`config.mk`:
```
export PLATFORM = sky130hd
export DESIGN_NAME = dbs_bank_fsm
export DESIGN_NICKNAME = d
export VERILOG_FILES = /design/src/pkg/dbs_pkg.sv /design/src/design/dbs_bank_fsm.sv
export SDC_FILE = /design/constraint.sdc
export NUM_CORES = 1
export LEC_CHECK = 0
export ABC_AREA = 1
export BUFFER_PORTS_ARGS = -buffer_cell sky130_fd_sc_hd__buf_2
export CAP_MARGIN = 20
export CORE_UTILIZATION = 66
export CTS_BUF_LIST = sky130_fd_sc_hd__clkbuf_2 sky130_fd_sc_hd__clkbuf_4 sky130_fd_sc_hd__clkbuf_8
export CTS_CLUSTER_SIZE = 16
export DETAILED_ROUTE_END_ITERATION = 12
export GPL_ROUTABILITY_DRIVEN = 0
export PLACE_DENSITY_LB_ADDON = 0.1
export SYNTH_ARGS = -nofsm -noshare
export SYNTH_HDL_FRONTEND = slang
export SYNTH_SLANG_ARGS = --single-unit
```
`constraint.sdc`:
```
create_clock -name i_sys_clk -period 3.57 [get_ports i_sys_clk]
set_clock_uncertainty 0.05 [all_clocks]
set_input_delay 0.1785 -clock i_sys_clk [delete_from_list [all_inputs] [get_ports i_sys_clk]]
set_output_delay 0.1785 -clock i_sys_clk [all_outputs]
set_load 0.03 [all_outputs]
```
`src/pkg/dbs_pkg.sv`:
```
package dbs_pkg;

  // command codes decoded from the command/address bus
  typedef enum logic [3:0] {
    DBS_CMD_NOP    = 4'h0,
    DBS_CMD_ACT    = 4'h1,
    DBS_CMD_RD     = 4'h2,
    DBS_CMD_WR     = 4'h3,
    DBS_CMD_PRE    = 4'h4,
    DBS_CMD_PREA   = 4'h5,
    DBS_CMD_REFPB  = 4'h6,
    DBS_CMD_REFAB  = 4'h7,
    DBS_CMD_MRW    = 4'h8,
    DBS_CMD_MRR    = 4'h9,
    DBS_CMD_RESET  = 4'ha,
    DBS_CMD_MRWRST = 4'hb
  } dbs_cmd_e;

  // per-bank state
  typedef enum logic [3:0] {
    DBS_ST_IDLE    = 4'h0,
    DBS_ST_ACTVG   = 4'h1,
    DBS_ST_ACTIVE  = 4'h2,
    DBS_ST_READ    = 4'h3,
    DBS_ST_WRITE   = 4'h4,
    DBS_ST_PRECH   = 4'h5,
    DBS_ST_RDAP    = 4'h6,
    DBS_ST_WRAP    = 4'h7,
    DBS_ST_REFPB   = 4'h8,
    DBS_ST_AMRR    = 4'h9
  } dbs_bank_e;

  // device-wide state
  typedef enum logic [3:0] {
    DBS_DV_PWRON   = 4'h0,
    DBS_DV_RUN     = 4'h1,
    DBS_DV_RESETNG = 4'h2,
    DBS_DV_REFAB   = 4'h3,
    DBS_DV_MRW     = 4'h4,
    DBS_DV_IMRR    = 4'h5,
    DBS_DV_RMRR    = 4'h6,
    DBS_DV_PREA    = 4'h7
  } dbs_dev_e;

  typedef struct packed {
    logic       valid;
    dbs_cmd_e   cmd;
    logic [2:0] bank;
    logic       auto_close_flag;
  } dbs_req_s;

  localparam int DBS_NBANK = 8;
  localparam int DBS_CLK_MHZ = 50;
  // times in ns
  localparam int DBS_ROW_PRECHARGE_TIME_NS = 18;
  localparam int DBS_ROW_TO_COLUMN_DELAY_NS = 18;
  localparam int DBS_PER_BANK_REFRESH_CYCLE_NS = 90;
  localparam int DBS_ALL_BANK_REFRESH_CYCLE_NS = 210;
  localparam int DBS_MODE_REG_READ_TIME_NS = 80;
  localparam int DBS_MODE_REG_WRITE_TIME_NS = 200;
  localparam int DBS_BURST_CYC = 4;
  localparam int DBS_INIT_CYC = 64;
  localparam int DBS_EXIT_CYC = 2;
  // least times round up to whole cycles
  localparam int DBS_RP_CYC = (DBS_ROW_PRECHARGE_TIME_NS * DBS_CLK_MHZ + 999) / 1000;
  localparam int DBS_RCD_CYC = (DBS_ROW_TO_COLUMN_DELAY_NS * DBS_CLK_MHZ + 999) / 1000;
  localparam int DBS_RFCPB_CYC = (DBS_PER_BANK_REFRESH_CYCLE_NS * DBS_CLK_MHZ + 999) / 1000;
  localparam int DBS_RFCAB_CYC = (DBS_ALL_BANK_REFRESH_CYCLE_NS * DBS_CLK_MHZ + 999) / 1000;
  localparam int DBS_MRR_CYC = (DBS_MODE_REG_READ_TIME_NS * DBS_CLK_MHZ + 999) / 1000;
  localparam int DBS_MRW_CYC = (DBS_MODE_REG_WRITE_TIME_NS * DBS_CLK_MHZ + 999) / 1000;
  localparam int DBS_CNT_W = 8;

endpackage : dbs_pkg

```
`src/design/dbs_bank_fsm.sv`:
```
module dbs_bank_fsm
  import dbs_pkg::*;
#(
  parameter int NBANK = DBS_NBANK
) (
  // clock and reset
  input wire logic i_sys_clk,
  input wire logic i_rst_n,
  // command bus pins
  input wire logic i_cke,
  input wire dbs_pkg::dbs_req_s i_req,
  // state view
  output dbs_pkg::dbs_dev_e o_dev_state,
  output logic [NBANK*4-1:0] o_bank_state,
  output logic o_all_idle,
  output logic o_cmd_taken
);
  import dbs_pkg::*;

  // local copies of the timing counts so that property delays read as plain constants
  localparam int RCD_CYC = DBS_RCD_CYC;
  localparam int RP_CYC = DBS_RP_CYC;
  localparam int RFCPB_CYC = DBS_RFCPB_CYC;
  localparam int MRW_CYC = DBS_MRW_CYC;

  ////////////////////////////////////////////////////////////////////////////
  // pin synchronisers: the first stage feeds the second stage only
  logic cke_m_q, cke_s_q, cke_p_q;
  dbs_req_s req_m_q, req_s_q;

  always_ff @(posedge i_sys_clk) begin
    if (!i_rst_n) begin
      cke_m_q <= 1'b0;
      cke_s_q <= 1'b0;
      cke_p_q <= 1'b0;
      req_m_q <= '0;
      req_s_q <= '0;
    end else begin
      cke_m_q <= i_cke;
      cke_s_q <= cke_m_q;
      cke_p_q <= cke_s_q;
      req_m_q <= i_req;
      req_s_q <= req_m_q;
    end
  end

  // exit time counter after clock enable returns high
  logic [DBS_CNT_W-1:0] exit_q;
  logic run_ok;
  always_ff @(posedge i_sys_clk) begin
    if (!i_rst_n) begin
      exit_q <= '0;
    end else if (!cke_s_q) begin
      exit_q <= DBS_CNT_W'(DBS_EXIT_CYC);
    end else if (exit_q != '0) begin
      exit_q <= exit_q - 1'b1;
    end
  end
  assign run_ok = cke_s_q && cke_p_q && (exit_q == '0);

  ////////////////////////////////////////////////////////////////////////////
  // command qualification
  logic cmd_v;
  dbs_cmd_e cmd;
  logic [2:0] ba;
  logic ap;
  assign cmd_v = req_s_q.valid && run_ok && (req_s_q.cmd != DBS_CMD_NOP);
  assign cmd = req_s_q.cmd;
  assign ba = req_s_q.bank;
  assign ap = req_s_q.auto_close_flag;

  dbs_bank_e bank_q [NBANK];
  logic [DBS_CNT_W-1:0] bcnt_q [NBANK];
  logic [NBANK-1:0] bidle;
  dbs_dev_e dev_q;
  logic [DBS_CNT_W-1:0] dcnt_q;

  // device-wide ops in run other than precharge-all need all banks idle; reset write at power-on and mode read while resetting skip this
  assign o_all_idle = (&bidle) && (dev_q == DBS_DV_RUN);
  assign o_cmd_taken = cmd_v;
  assign o_dev_state = dev_q;

  ////////////////////////////////////////////////////////////////////////////
  // device-wide state machine
  always_ff @(posedge i_sys_clk) begin
    if (!i_rst_n) begin
      dev_q <= DBS_DV_PWRON;
      dcnt_q <= '0;
    end else begin
      if (dcnt_q != '0) begin
        dcnt_q <= dcnt_q - 1'b1;
      end
      case (dev_q)
        DBS_DV_PWRON: begin
          if (cmd_v && cmd == DBS_CMD_MRWRST) begin
            dev_q <= DBS_DV_RESETNG;
            dcnt_q <= DBS_CNT_W'(DBS_INIT_CYC);
          end
        end
        DBS_DV_RUN: begin
          if (cmd_v && o_all_idle) begin
            case (cmd)
              DBS_CMD_REFAB: begin
                dev_q <= DBS_DV_REFAB;
                dcnt_q <= DBS_CNT_W'(DBS_RFCAB_CYC - 1);
              end
              DBS_CMD_MRW: begin
                dev_q <= DBS_DV_MRW;
                dcnt_q <= DBS_CNT_W'(DBS_MRW_CYC - 1);
              end
              DBS_CMD_MRR: begin
                dev_q <= DBS_DV_IMRR;
                dcnt_q <= DBS_CNT_W'(DBS_MRR_CYC - 1);
              end
              DBS_CMD_RESET: begin
                dev_q <= DBS_DV_RESETNG;
                dcnt_q <= DBS_CNT_W'(DBS_INIT_CYC);
              end
              default: ;
            endcase
          end
          if (cmd_v && cmd == DBS_CMD_PREA) begin
            dev_q <= DBS_DV_PREA;
            dcnt_q <= DBS_CNT_W'(DBS_RP_CYC - 1);
          end
        end
        DBS_DV_RESETNG: begin
          if (cmd_v && cmd == DBS_CMD_MRR) begin
            dev_q <= DBS_DV_RMRR;
            dcnt_q <= DBS_CNT_W'(DBS_MRR_CYC - 1);
          end else if (dcnt_q == '0) begin
            dev_q <= DBS_DV_RUN;
          end
        end
        // transient states ignore every command until their time ends
        DBS_DV_REFAB, DBS_DV_MRW, DBS_DV_IMRR, DBS_DV_RMRR, DBS_DV_PREA: begin
          if (dcnt_q == '0) begin
            dev_q <= DBS_DV_RUN;
          end
        end
        default: dev_q <= DBS_DV_PWRON;
      endcase
    end
  end

  ////////////////////////////////////////////////////////////////////////////
  // per-bank state machines
  for (genvar b = 0; b < NBANK; b++) begin : g_bank
    logic hit;
    assign hit = cmd_v && (ba == 3'(b)) && (dev_q == DBS_DV_RUN);
    assign bidle[b] = (bank_q[b] == DBS_ST_IDLE);
    assign o_bank_state[b*4 +: 4] = bank_q[b];

    always_ff @(posedge i_sys_clk) begin
      if (!i_rst_n) begin
        bank_q[b] <= DBS_ST_IDLE;
        bcnt_q[b] <= '0;
      end else begin
        if (bcnt_q[b] != '0) begin
          bcnt_q[b] <= bcnt_q[b] - 1'b1;
        end
        if (cmd_v && cmd == DBS_CMD_PREA && dev_q == DBS_DV_RUN) begin
          bank_q[b] <= DBS_ST_IDLE;
          bcnt_q[b] <= '0;
        end else begin
          case (bank_q[b])
            DBS_ST_IDLE: begin
              if (hit && cmd == DBS_CMD_ACT) begin
                bank_q[b] <= DBS_ST_ACTVG;
                bcnt_q[b] <= DBS_CNT_W'(DBS_RCD_CYC - 1);
              end else if (hit && cmd == DBS_CMD_REFPB) begin
                bank_q[b] <= DBS_ST_REFPB;
                bcnt_q[b] <= DBS_CNT_W'(DBS_RFCPB_CYC - 1);
              end else if (hit && cmd == DBS_CMD_PRE) begin
                bank_q[b] <= DBS_ST_PRECH;
                bcnt_q[b] <= DBS_CNT_W'(DBS_RP_CYC - 1);
              end
            end
            DBS_ST_ACTIVE, DBS_ST_READ, DBS_ST_WRITE: begin
              if (hit && (cmd == DBS_CMD_RD || cmd == DBS_CMD_WR)) begin
                if (ap) begin
                  bank_q[b] <= (cmd == DBS_CMD_RD) ? DBS_ST_RDAP : DBS_ST_WRAP;
                  bcnt_q[b] <= DBS_CNT_W'(DBS_BURST_CYC + DBS_RP_CYC - 1);
                end else begin
                  bank_q[b] <= (cmd == DBS_CMD_RD) ? DBS_ST_READ : DBS_ST_WRITE;
                  bcnt_q[b] <= DBS_CNT_W'(DBS_BURST_CYC - 1);
                end
              end else if (hit && cmd == DBS_CMD_PRE) begin
                bank_q[b] <= DBS_ST_PRECH;
                bcnt_q[b] <= DBS_CNT_W'(DBS_RP_CYC - 1);
              end else if (hit && cmd == DBS_CMD_MRR && bank_q[b] == DBS_ST_ACTIVE) begin
                bank_q[b] <= DBS_ST_AMRR;
                bcnt_q[b] <= DBS_CNT_W'(DBS_MRR_CYC - 1);
              end else if (bank_q[b] != DBS_ST_ACTIVE && bcnt_q[b] == '0) begin
                bank_q[b] <= DBS_ST_ACTIVE; // burst done
              end
            end
            // bank-local transients: commands to this bank are ignored, but a precharge-all still forces them idle
            DBS_ST_ACTVG, DBS_ST_AMRR: begin
              if (bcnt_q[b] == '0) begin
                bank_q[b] <= DBS_ST_ACTIVE;
              end
            end
            DBS_ST_PRECH, DBS_ST_RDAP, DBS_ST_WRAP, DBS_ST_REFPB: begin
              if (bcnt_q[b] == '0) begin
                bank_q[b] <= DBS_ST_IDLE;
              end
            end
            default: bank_q[b] <= DBS_ST_IDLE;
          endcase
        end
      end
    end

    act_rcd_a: assert property (@(posedge i_sys_clk) disable iff (!i_rst_n)
      (bank_q[b] == DBS_ST_IDLE && hit && cmd == DBS_CMD_ACT) |=>
      (bank_q[b] == DBS_ST_ACTVG) ##[RCD_CYC:RCD_CYC] bank_q[b] == DBS_ST_ACTIVE)
      else $error("activate timing wrong");
    pre_rp_a: assert property (@(posedge i_sys_clk) disable iff (!i_rst_n)
      (bank_q[b] != DBS_ST_PRECH) ##1 (bank_q[b] == DBS_ST_PRECH) |->
      ##[RP_CYC:RP_CYC] bank_q[b] == DBS_ST_IDLE)
      else $error("precharge timing wrong");
    refpb_a: assert property (@(posedge i_sys_clk) disable iff (!i_rst_n)
      $rose(bank_q[b] == DBS_ST_REFPB) |-> ##[1:RFCPB_CYC] bank_q[b] == DBS_ST_IDLE)
      else $error("refresh did not end");
    rdwr_a: assert property (@(posedge i_sys_clk) disable iff (!i_rst_n)
      (bank_q[b] == DBS_ST_ACTIVE && hit && cmd == DBS_CMD_RD && !ap) |=>
      bank_q[b] == DBS_ST_READ)
      else $error("read not started");
    ap_a: assert property (@(posedge i_sys_clk) disable iff (!i_rst_n)
      (bank_q[b] inside {DBS_ST_ACTIVE, DBS_ST_READ, DBS_ST_WRITE} && hit &&
      cmd == DBS_CMD_WR && ap) |=>
      bank_q[b] == DBS_ST_WRAP)
      else $error("auto close write lost");
    nop_a: assert property (@(posedge i_sys_clk) disable iff (!i_rst_n)
      (!cmd_v && bank_q[b] == DBS_ST_ACTIVE && dev_q == DBS_DV_RUN) |=>
      bank_q[b] == DBS_ST_ACTIVE)
      else $error("nop changed bank");
  end

  ////////////////////////////////////////////////////////////////////////////
  // device-level checks and coverage
  cke_gate_a: assert property (@(posedge i_sys_clk) disable iff (!i_rst_n)
    (!cke_s_q || !cke_p_q) |-> !o_cmd_taken)
    else $error("command taken with clock enable low");
  mrw_a: assert property (@(posedge i_sys_clk) disable iff (!i_rst_n)
    (dev_q == DBS_DV_RUN && o_all_idle && cmd_v && cmd == DBS_CMD_MRW) |=>
    dev_q == DBS_DV_MRW ##[1:MRW_CYC] dev_q == DBS_DV_RUN)
    else $error("mode write timing wrong");
  refab_a: assert property (@(posedge i_sys_clk) disable iff (!i_rst_n)
    (dev_q == DBS_DV_REFAB) |=> (dev_q == DBS_DV_REFAB || dev_q == DBS_DV_RUN))
    else $error("all-bank refresh interrupted");
  rst_a: assert property (@(posedge i_sys_clk) disable iff (!i_rst_n)
    (dev_q == DBS_DV_PWRON && cmd_v && cmd == DBS_CMD_MRWRST) |=> dev_q == DBS_DV_RESETNG)
    else $error("reset write ignored");

  act_c: cover property (@(posedge i_sys_clk) disable iff (!i_rst_n)
    bank_q[0] == DBS_ST_ACTVG ##[1:8] bank_q[0] == DBS_ST_ACTIVE);
  rdap_c: cover property (@(posedge i_sys_clk) disable iff (!i_rst_n)
    bank_q[0] == DBS_ST_RDAP ##[1:16] bank_q[0] == DBS_ST_IDLE);
  refab_c: cover property (@(posedge i_sys_clk) disable iff (!i_rst_n)
    dev_q == DBS_DV_REFAB ##[1:16] dev_q == DBS_DV_RUN);

endmodule : dbs_bank_fsm

```
## Word level (Yosys, flattened, before mapping)

Memories as Yosys holds them, arrays and structs flattened.
Cells that the tools add are included.

- Bits in writable memories: 96
- Output and inout port bits: 38
- Register bits: 41
- Memory bits (read-only): 0
- Bits in latches: 0
- Word-level logic and storage cells: 1158
- Memories: 2

Memory list:

| memory | depth | width | read ports | clocked after Yosys merged registers in | write ports | line | text |
|---|---|---|---|---|---|---|---|
| bcnt_q | 8 | 8 | 8 | 0 | 8 | dbs_bank_fsm.sv:73 | `logic [DBS_CNT_W-1:0] bcnt_q [NBANK];` |
| bank_q | 8 | 4 | 8 | 0 | 8 | dbs_bank_fsm.sv:72 | `dbs_bank_e bank_q [NBANK];` |

- Shifts and indexed selects: 0
- Eq/ne operators: 109
- Reduce and logical (&&, ||, !) cells: 150
- Multiply operators: 0
- Div/mod/pow operators: 0
- Magnitude comparators: 0
- Add/subtract/negate cells: 10
- Bitwise logic cells: 168
- Multiplexer cells: 704

Operators with widths:

| operator | count |
|---|---|
| two-way mux 8 bit | 77 |
| two-way mux 1 bit | 519 |
| two-way mux 4 bit | 101 |
| bitwise OR 1 bit | 168 |
| == test 4 x 3 -> 1 bit, second input constant | 40 |
| logical AND 1 bit | 82 |
| == test 4 x 2 -> 1 bit, second input constant | 20 |
| == test 4 bit, second input constant | 20 |
| zero test 8 bit | 10 |
| nonzero test 8 bit | 10 |
| OR reduction 10 bit | 8 |
| subtractor 8 x 1 -> 8 bit, second input constant | 10 |
| == test 4 x 1 -> 1 bit, second input constant | 10 |
| zero test 4 bit | 9 |
| != test 4 x 2 -> 1 bit, second input constant | 8 |
| case mux 4 bit (4 select lines) | 2 |
| case mux 8 bit (4 select lines) | 1 |
| OR reduction 4 bit | 8 |
| case mux 8 bit (3 select lines) | 1 |
| OR reduction 3 bit | 8 |
| OR reduction 2 bit | 8 |
| == test 3 bit, second input constant | 4 |
| AND reduction 8 bit | 1 |
| == test 3 x 2 -> 1 bit, second input constant | 2 |
| 13 further kinds | 14 |

## Longest topological paths before layout

- Word-level depth: 23
- Mapped depth: 17
- Mapped depth without buffers: 16

## Worst setup path before layout

OpenSTA, ideal clock, no wires.

- Kind: register to register
- Start point: memory bank_q[0][7] (netlist bit)
- End point: register dcnt_q[1]
- Arrival: 2323 ps
- Stages on the path, launching flop included: 10
- Data required time: 3397 ps
- Path slack: 1074 ps
- Cells stage by stage: edfxtp_1 -> or2_2 -> nor2_1 -> nand4_1 -> nor2_1 -> nand3b_1 -> nand2_1 -> nand3b_1 -> o211ai_1 -> a21oi_1

RTL lines:

| element | line | text |
|---|---|---|
| from (decl) | dbs_bank_fsm.sv:72 |  |
| to (signal assigned) | dbs_bank_fsm.sv:91 | `dcnt_q <= dcnt_q - 1'b1;` |
| to (signal assigned) | dbs_bank_fsm.sv:97 | `dcnt_q <= DBS_CNT_W'(DBS_INIT_CYC);` |
| to (signal assigned) | dbs_bank_fsm.sv:105 | `dcnt_q <= DBS_CNT_W'(DBS_RFCAB_CYC - 1);` |
| to (decl) | dbs_bank_fsm.sv:76 | `logic [DBS_CNT_W-1:0] dcnt_q;` |

==> Implementation_results.wiki <==
{| class="wikitable"
! Metric !! Value
|-
| Warnings, synthesis || 0
|-
| Crit-path max FO || 28
|-
| Worst-case reg-to-reg path depth || 16
|-
| H-tree depth reported by CTS || 4
|-
| Destination of the worst hold path || dcnt_q[3]$_SDFF_PN0_
|-
| Crit Reg-Reg Startpoint || exit_q[0]$_SDFFE_PN0P_
|-
| Placement row count || between 40 and 50
|-
| Post-Syn Area || roughly 9400 µm²
|-
| Detailed placement HPWL || around 17 mm
|-
| Internal power || slightly below 4 mW
|-
| Hold WC Path Type || primary input to flip-flop
|-
| Total GRT Usage || around 33%
|-
| Combinational Power Share || between 30% and 40%
|-
| GR peak layer || met2
|-
| Total cell area at the placement stage || roughly 9800 µm²
|-
| Static power due to leakage || 4.888 nW
|-
| Latest clock arrival within the worst-skew pair || ~0.47 ns
|-
| DRT Wirelength || between 20 and 25 mm
|-
| Unrepaired setup endpoints after global routing || no
|-
| Setup Total Neg Slack || 0 ns
|-
| Initial antenna violation count || 0
|-
| Area growth from synthesis to final layout || 10.27%
|-
| Worst VDD drop || approximately 0.42 mV
|-
| Power dissipated by switching net loads || about 2.4 mW
|-
| Slack of the worst reg-to-reg path || about 0.5 ns
|-
| Minimum clock period after layout || 3.064 ns
|-
| Kind of critical path || flip-flop to flip-flop
|-
| Post-Syn Nets || between 1k and 1.5k
|-
| Critical path cell sequence || inv_1, ha_1, inv_1, nor2_1, nand3_2, nor2_8, nand3_4, nand2_8, inv_4, nand2_4, inv_2, nand2_1, nand2_1, nor2_2, and2_1, nand2_1
|-
| Die boundary height || approximately 120 µm
|-
| Initial detailed-routing violation count || around 910
|-
| Largest net degree at the start of global routing || 32
|-
| Arrival time at the worst endpoint || about 3.2 ns
|-
| Global-route wire length before repair || 37.77 mm
|-
| Clock Pin Slew Worst Setup and Hold Paths || 0.08 ns
|-
| Number of nets at the end of the flow || ~1.4k
|-
| Antenna viol nets, final || 0
|-
| Routed vias || 8713
|-
| Most frequent cells in the layout || sky130_fd_sc_hd__nand2_1, sky130_fd_sc_hd__nor2_1, sky130_fd_sc_hd__inv_1
|-
| Count of input and output buffers || 49
|-
| Die width || about 120 µm
|-
| Top FF cell, synth || sky130_fd_sc_hd__edfxtp_1
|-
| Sinks on Clock Net || about 140
|-
| Number of DRC violations after detailed routing || 0
|-
| Initial standard-cell utilization of the core || 67.78%
|-
| Wirelength per Cell || ~15 µm
|-
| Most common cell after layout, fill and taps aside || sky130_fd_sc_hd__nand2_1
|-
| Global-route met1 utilization || slightly above 40%
|-
| Total power divided by cell area || between 600 and 700 nW/µm²
|-
| Num CTS Buffers || 17
|-
| GR met2 Demand/Resource || 54.37%
|-
| Final standard cell utilization of the core || ~75%
|-
| Clock tree from TritonCTS || built
|-
| M3 GR Usage || under 10%
|-
| Sequential cell area fraction in the yosys report || around two fifths
|-
| Endpoint type of the worst setup path || flip-flop
|-
| Per-instance average area after synthesis || between 7 and 8 µm²
|-
| DIE AREA || approximately 15000 µm²
|-
| Dominant combinational cell family by area after synthesis || simple AND/OR/NAND/NOR gates
|-
| Worst path max stage delay || 0.30 ns
|-
| Min-delay src || i_rst_n
|-
| Synthesized-area fraction occupied by ao, oa, aoi and oai cells || under 10%
|-
| Max Transition Viols Final || 0
|-
| Cell with the largest stage delay on the worst path || sky130_fd_sc_hd__dfxtp_1
|-
| Gate Count Post-Synth || 1279
|-
| Flip-flop and latch count after synthesis || 137
|-
| Io pins || 50
|-
| Cell chosen for the clock root || sky130_fd_sc_hd__clkbuf_8
|-
| Transition time of the tightest slew-check pin || 0.7455 ns
|-
| Core area || around 14000 µm²
|-
| Cell count of the worst hold path || 3
|-
| Max Root-Sink Buffers || 2
|-
| Type of element launching the critical path || flip-flop
|-
| Layout cells sized above 1 || roughly 14%
|-
| Cell occurring most often along the worst timing path || sky130_fd_sc_hd__nand2_1
|-
| Share of synthesized area spent on multiplexers || 0%
|-
| Post-CTS setup buffer count || 0
|-
| Relative max-transition margin || roughly half
|-
| Share of flip-flops with an asynchronous set or reset || 0%
|-
| Final antenna diode count || 0
|-
| Number of maximum-capacitance constraint violations || 0
|-
| Number of instances resized during post-cts repair || 0
|-
| Remaining Overflow, GRT || 0
|-
| Simple-gate area share of the yosys netlist || around 38%
|-
| Number of endpoints with negative hold slack in the final report || 0
|-
| Required time of the critical path || 3.68 ns
|-
| Endpoint of the most critical register-to-register path || bcnt_q[1][15]$_SDFFCE_PP0P_
|-
| Arithmetic-cell share of the synthesized area counting full adders, half adders and majority gates || approximately 1.7%
|-
| Share of the synthesized netlist area taken by xor and xnor gates || between 4 and 5%
|-
| Fraction of power spent switching nets || 37.78%
|-
| Relative contribution of the clock network to total power || 22.4%
|-
| Final Cycle Share || between 80% and 90%
|-
| Post-route cell area || ~10000 µm²
|-
| Number of flops mapped to enable cells by yosys || 96
|-
| Number of endpoints failing setup at the final stage || 0
|-
| CTS Hold Buffers Added || 10
|-
| Fmax || approximately 330 MHz
|-
| Status || finished clean
|-
| Final hold slack || between 0.15 and 0.2 ns
|-
| Via count of the first global-routing pass || between 8k and 9k
|-
| Number of iterations in the first detailed-routing pass || 6
|-
| Synth unique cells || between 60 and 70
|-
| Vias per cell || roughly 5.7
|-
| Sequential Power Share || roughly two fifths
|}
-- layout make-up --
type                            count  area (µm²)
Clock buffer                       18       247.7
Clock inverter                     14       190.2
Fill cell                        1085        3507
Inverter                          201       757.0
Multi-Input combinational cell    922        4837
Sequential cell                   137        3704
Tap cell                          180       225.2
Timing Repair Buffer               68       412.9
-- layer usage --
layer  routed length, µm  share of wire (%)
met1                9462                 42
met5                   0                  0
met3                1974                8.7
met4                 667                2.9
met2               10670                 47
-- cells by family after synthesis --
group           Yosys count
flops                   137
compound gates          115
other cells               1
fa+ha+maj                13
buf+inv                 220
simple gates            741
xor+xnor                 52
-- stage by stage --
| step | setup WS [ns] | cells | total power [mW] |
|---|---|---|---|
| final | 0.5062 | 1540 | 6.318 |
| after global routing | 0.2659 | 1540 | 6.763 |
| after CTS | 0.5169 | 1540 | 6.316 |
| after detailed placement | 0.6032 | 1498 | 4.888 |
| after global placement | 0.6770 | 1498 | 4.804 |
| after floorplan | 1.074 | 1279 | 4.369 |
-- cell usage after synthesis (13+ instances only) --
library cell | instances | area (µm²)
sky130_fd_sc_hd__nor2_2 | 17 | 106.4
sky130_fd_sc_hd__xor2_1 | 21 | 183.9
sky130_fd_sc_hd__inv_1 | 180 | 675.7
sky130_fd_sc_hd__nor2_1 | 202 | 758.2
sky130_fd_sc_hd__nand3_1 | 89 | 445.4
sky130_fd_sc_hd__nor4_1 | 14 | 87.58
sky130_fd_sc_hd__nand4_1 | 36 | 225.2
sky130_fd_sc_hd__o21ai_0 | 36 | 180.2
sky130_fd_sc_hd__xnor2_1 | 31 | 271.5
sky130_fd_sc_hd__inv_2 | 18 | 67.56
sky130_fd_sc_hd__ha_1 | 13 | 162.7
sky130_fd_sc_hd__nand2_1 | 256 | 960.9
sky130_fd_sc_hd__dfxtp_1 | 41 | 820.8
sky130_fd_sc_hd__nor3_1 | 43 | 215.2
sky130_fd_sc_hd__a21oi_1 | 43 | 215.2
sky130_fd_sc_hd__or2_2 | 13 | 81.33
sky130_fd_sc_hd__edfxtp_1 | 96 | 2883
-- power by group through the flow --
stage               sequential [mW]  clock (mW)  combinational [mW]
floorplan                      2.54           0                1.83
global placement               2.49           0                2.31
detailed placement             2.51           0                2.38
CTS                            2.48        1.43                2.41
global route                   2.53        1.49                2.74
finish                         2.48        1.42                2.42
-- sequential cells by signal (all words and copies together) (netlist names) --
name	cells
bcnt_q	64
bank_q	32
req_m_q	9
dcnt_q	8
exit_q	8
cmd	4
o_dev_state	4
ba	3
ap	1
cke_m_q	1
cke_p_q	1
cke_s_q	1
req_s_q	1
-- how the worst max path moves through the flow --
stage / start / endpoint / slack [ns] / cells past startpoint
2_1_floorplan: bank_q[0][7]$_SDFFCE_PP0P_ / dcnt_q[1]$_SDFF_PN0_ / 1.07 / 9
3_3_place_gp: exit_q[0]$_SDFFE_PN0P_ / bcnt_q[1][29]$_SDFFCE_PP0P_ / 0.68 / 13
3_5_place_dp: cmd[0]$_SDFF_PN0_ / bcnt_q[1][14]$_SDFFCE_PP0P_ / 0.60 / 14
4_1_cts: exit_q[0]$_SDFFE_PN0P_ / bcnt_q[1][26]$_SDFFCE_PP0P_ / 0.52 / 13
5_1_grt: exit_q[0]$_SDFFE_PN0P_ / bcnt_q[1][15]$_SDFFCE_PP0P_ / 0.27 / 16
6_report: exit_q[0]$_SDFFE_PN0P_ / bcnt_q[1][15]$_SDFFCE_PP0P_ / 0.51 / 16
-- worst max-delay path: cells and delay by family, from the launching register on --
kind | cells | cell delay [ns]
buffers and inverters | 4 | 0.42
flip-flops | 1 | 0.30
AND/OR/NAND/NOR | 11 | 1.78
adder cells (fa/ha/maj) | 1 | 0.20
(Power assumes the default switching activity.)
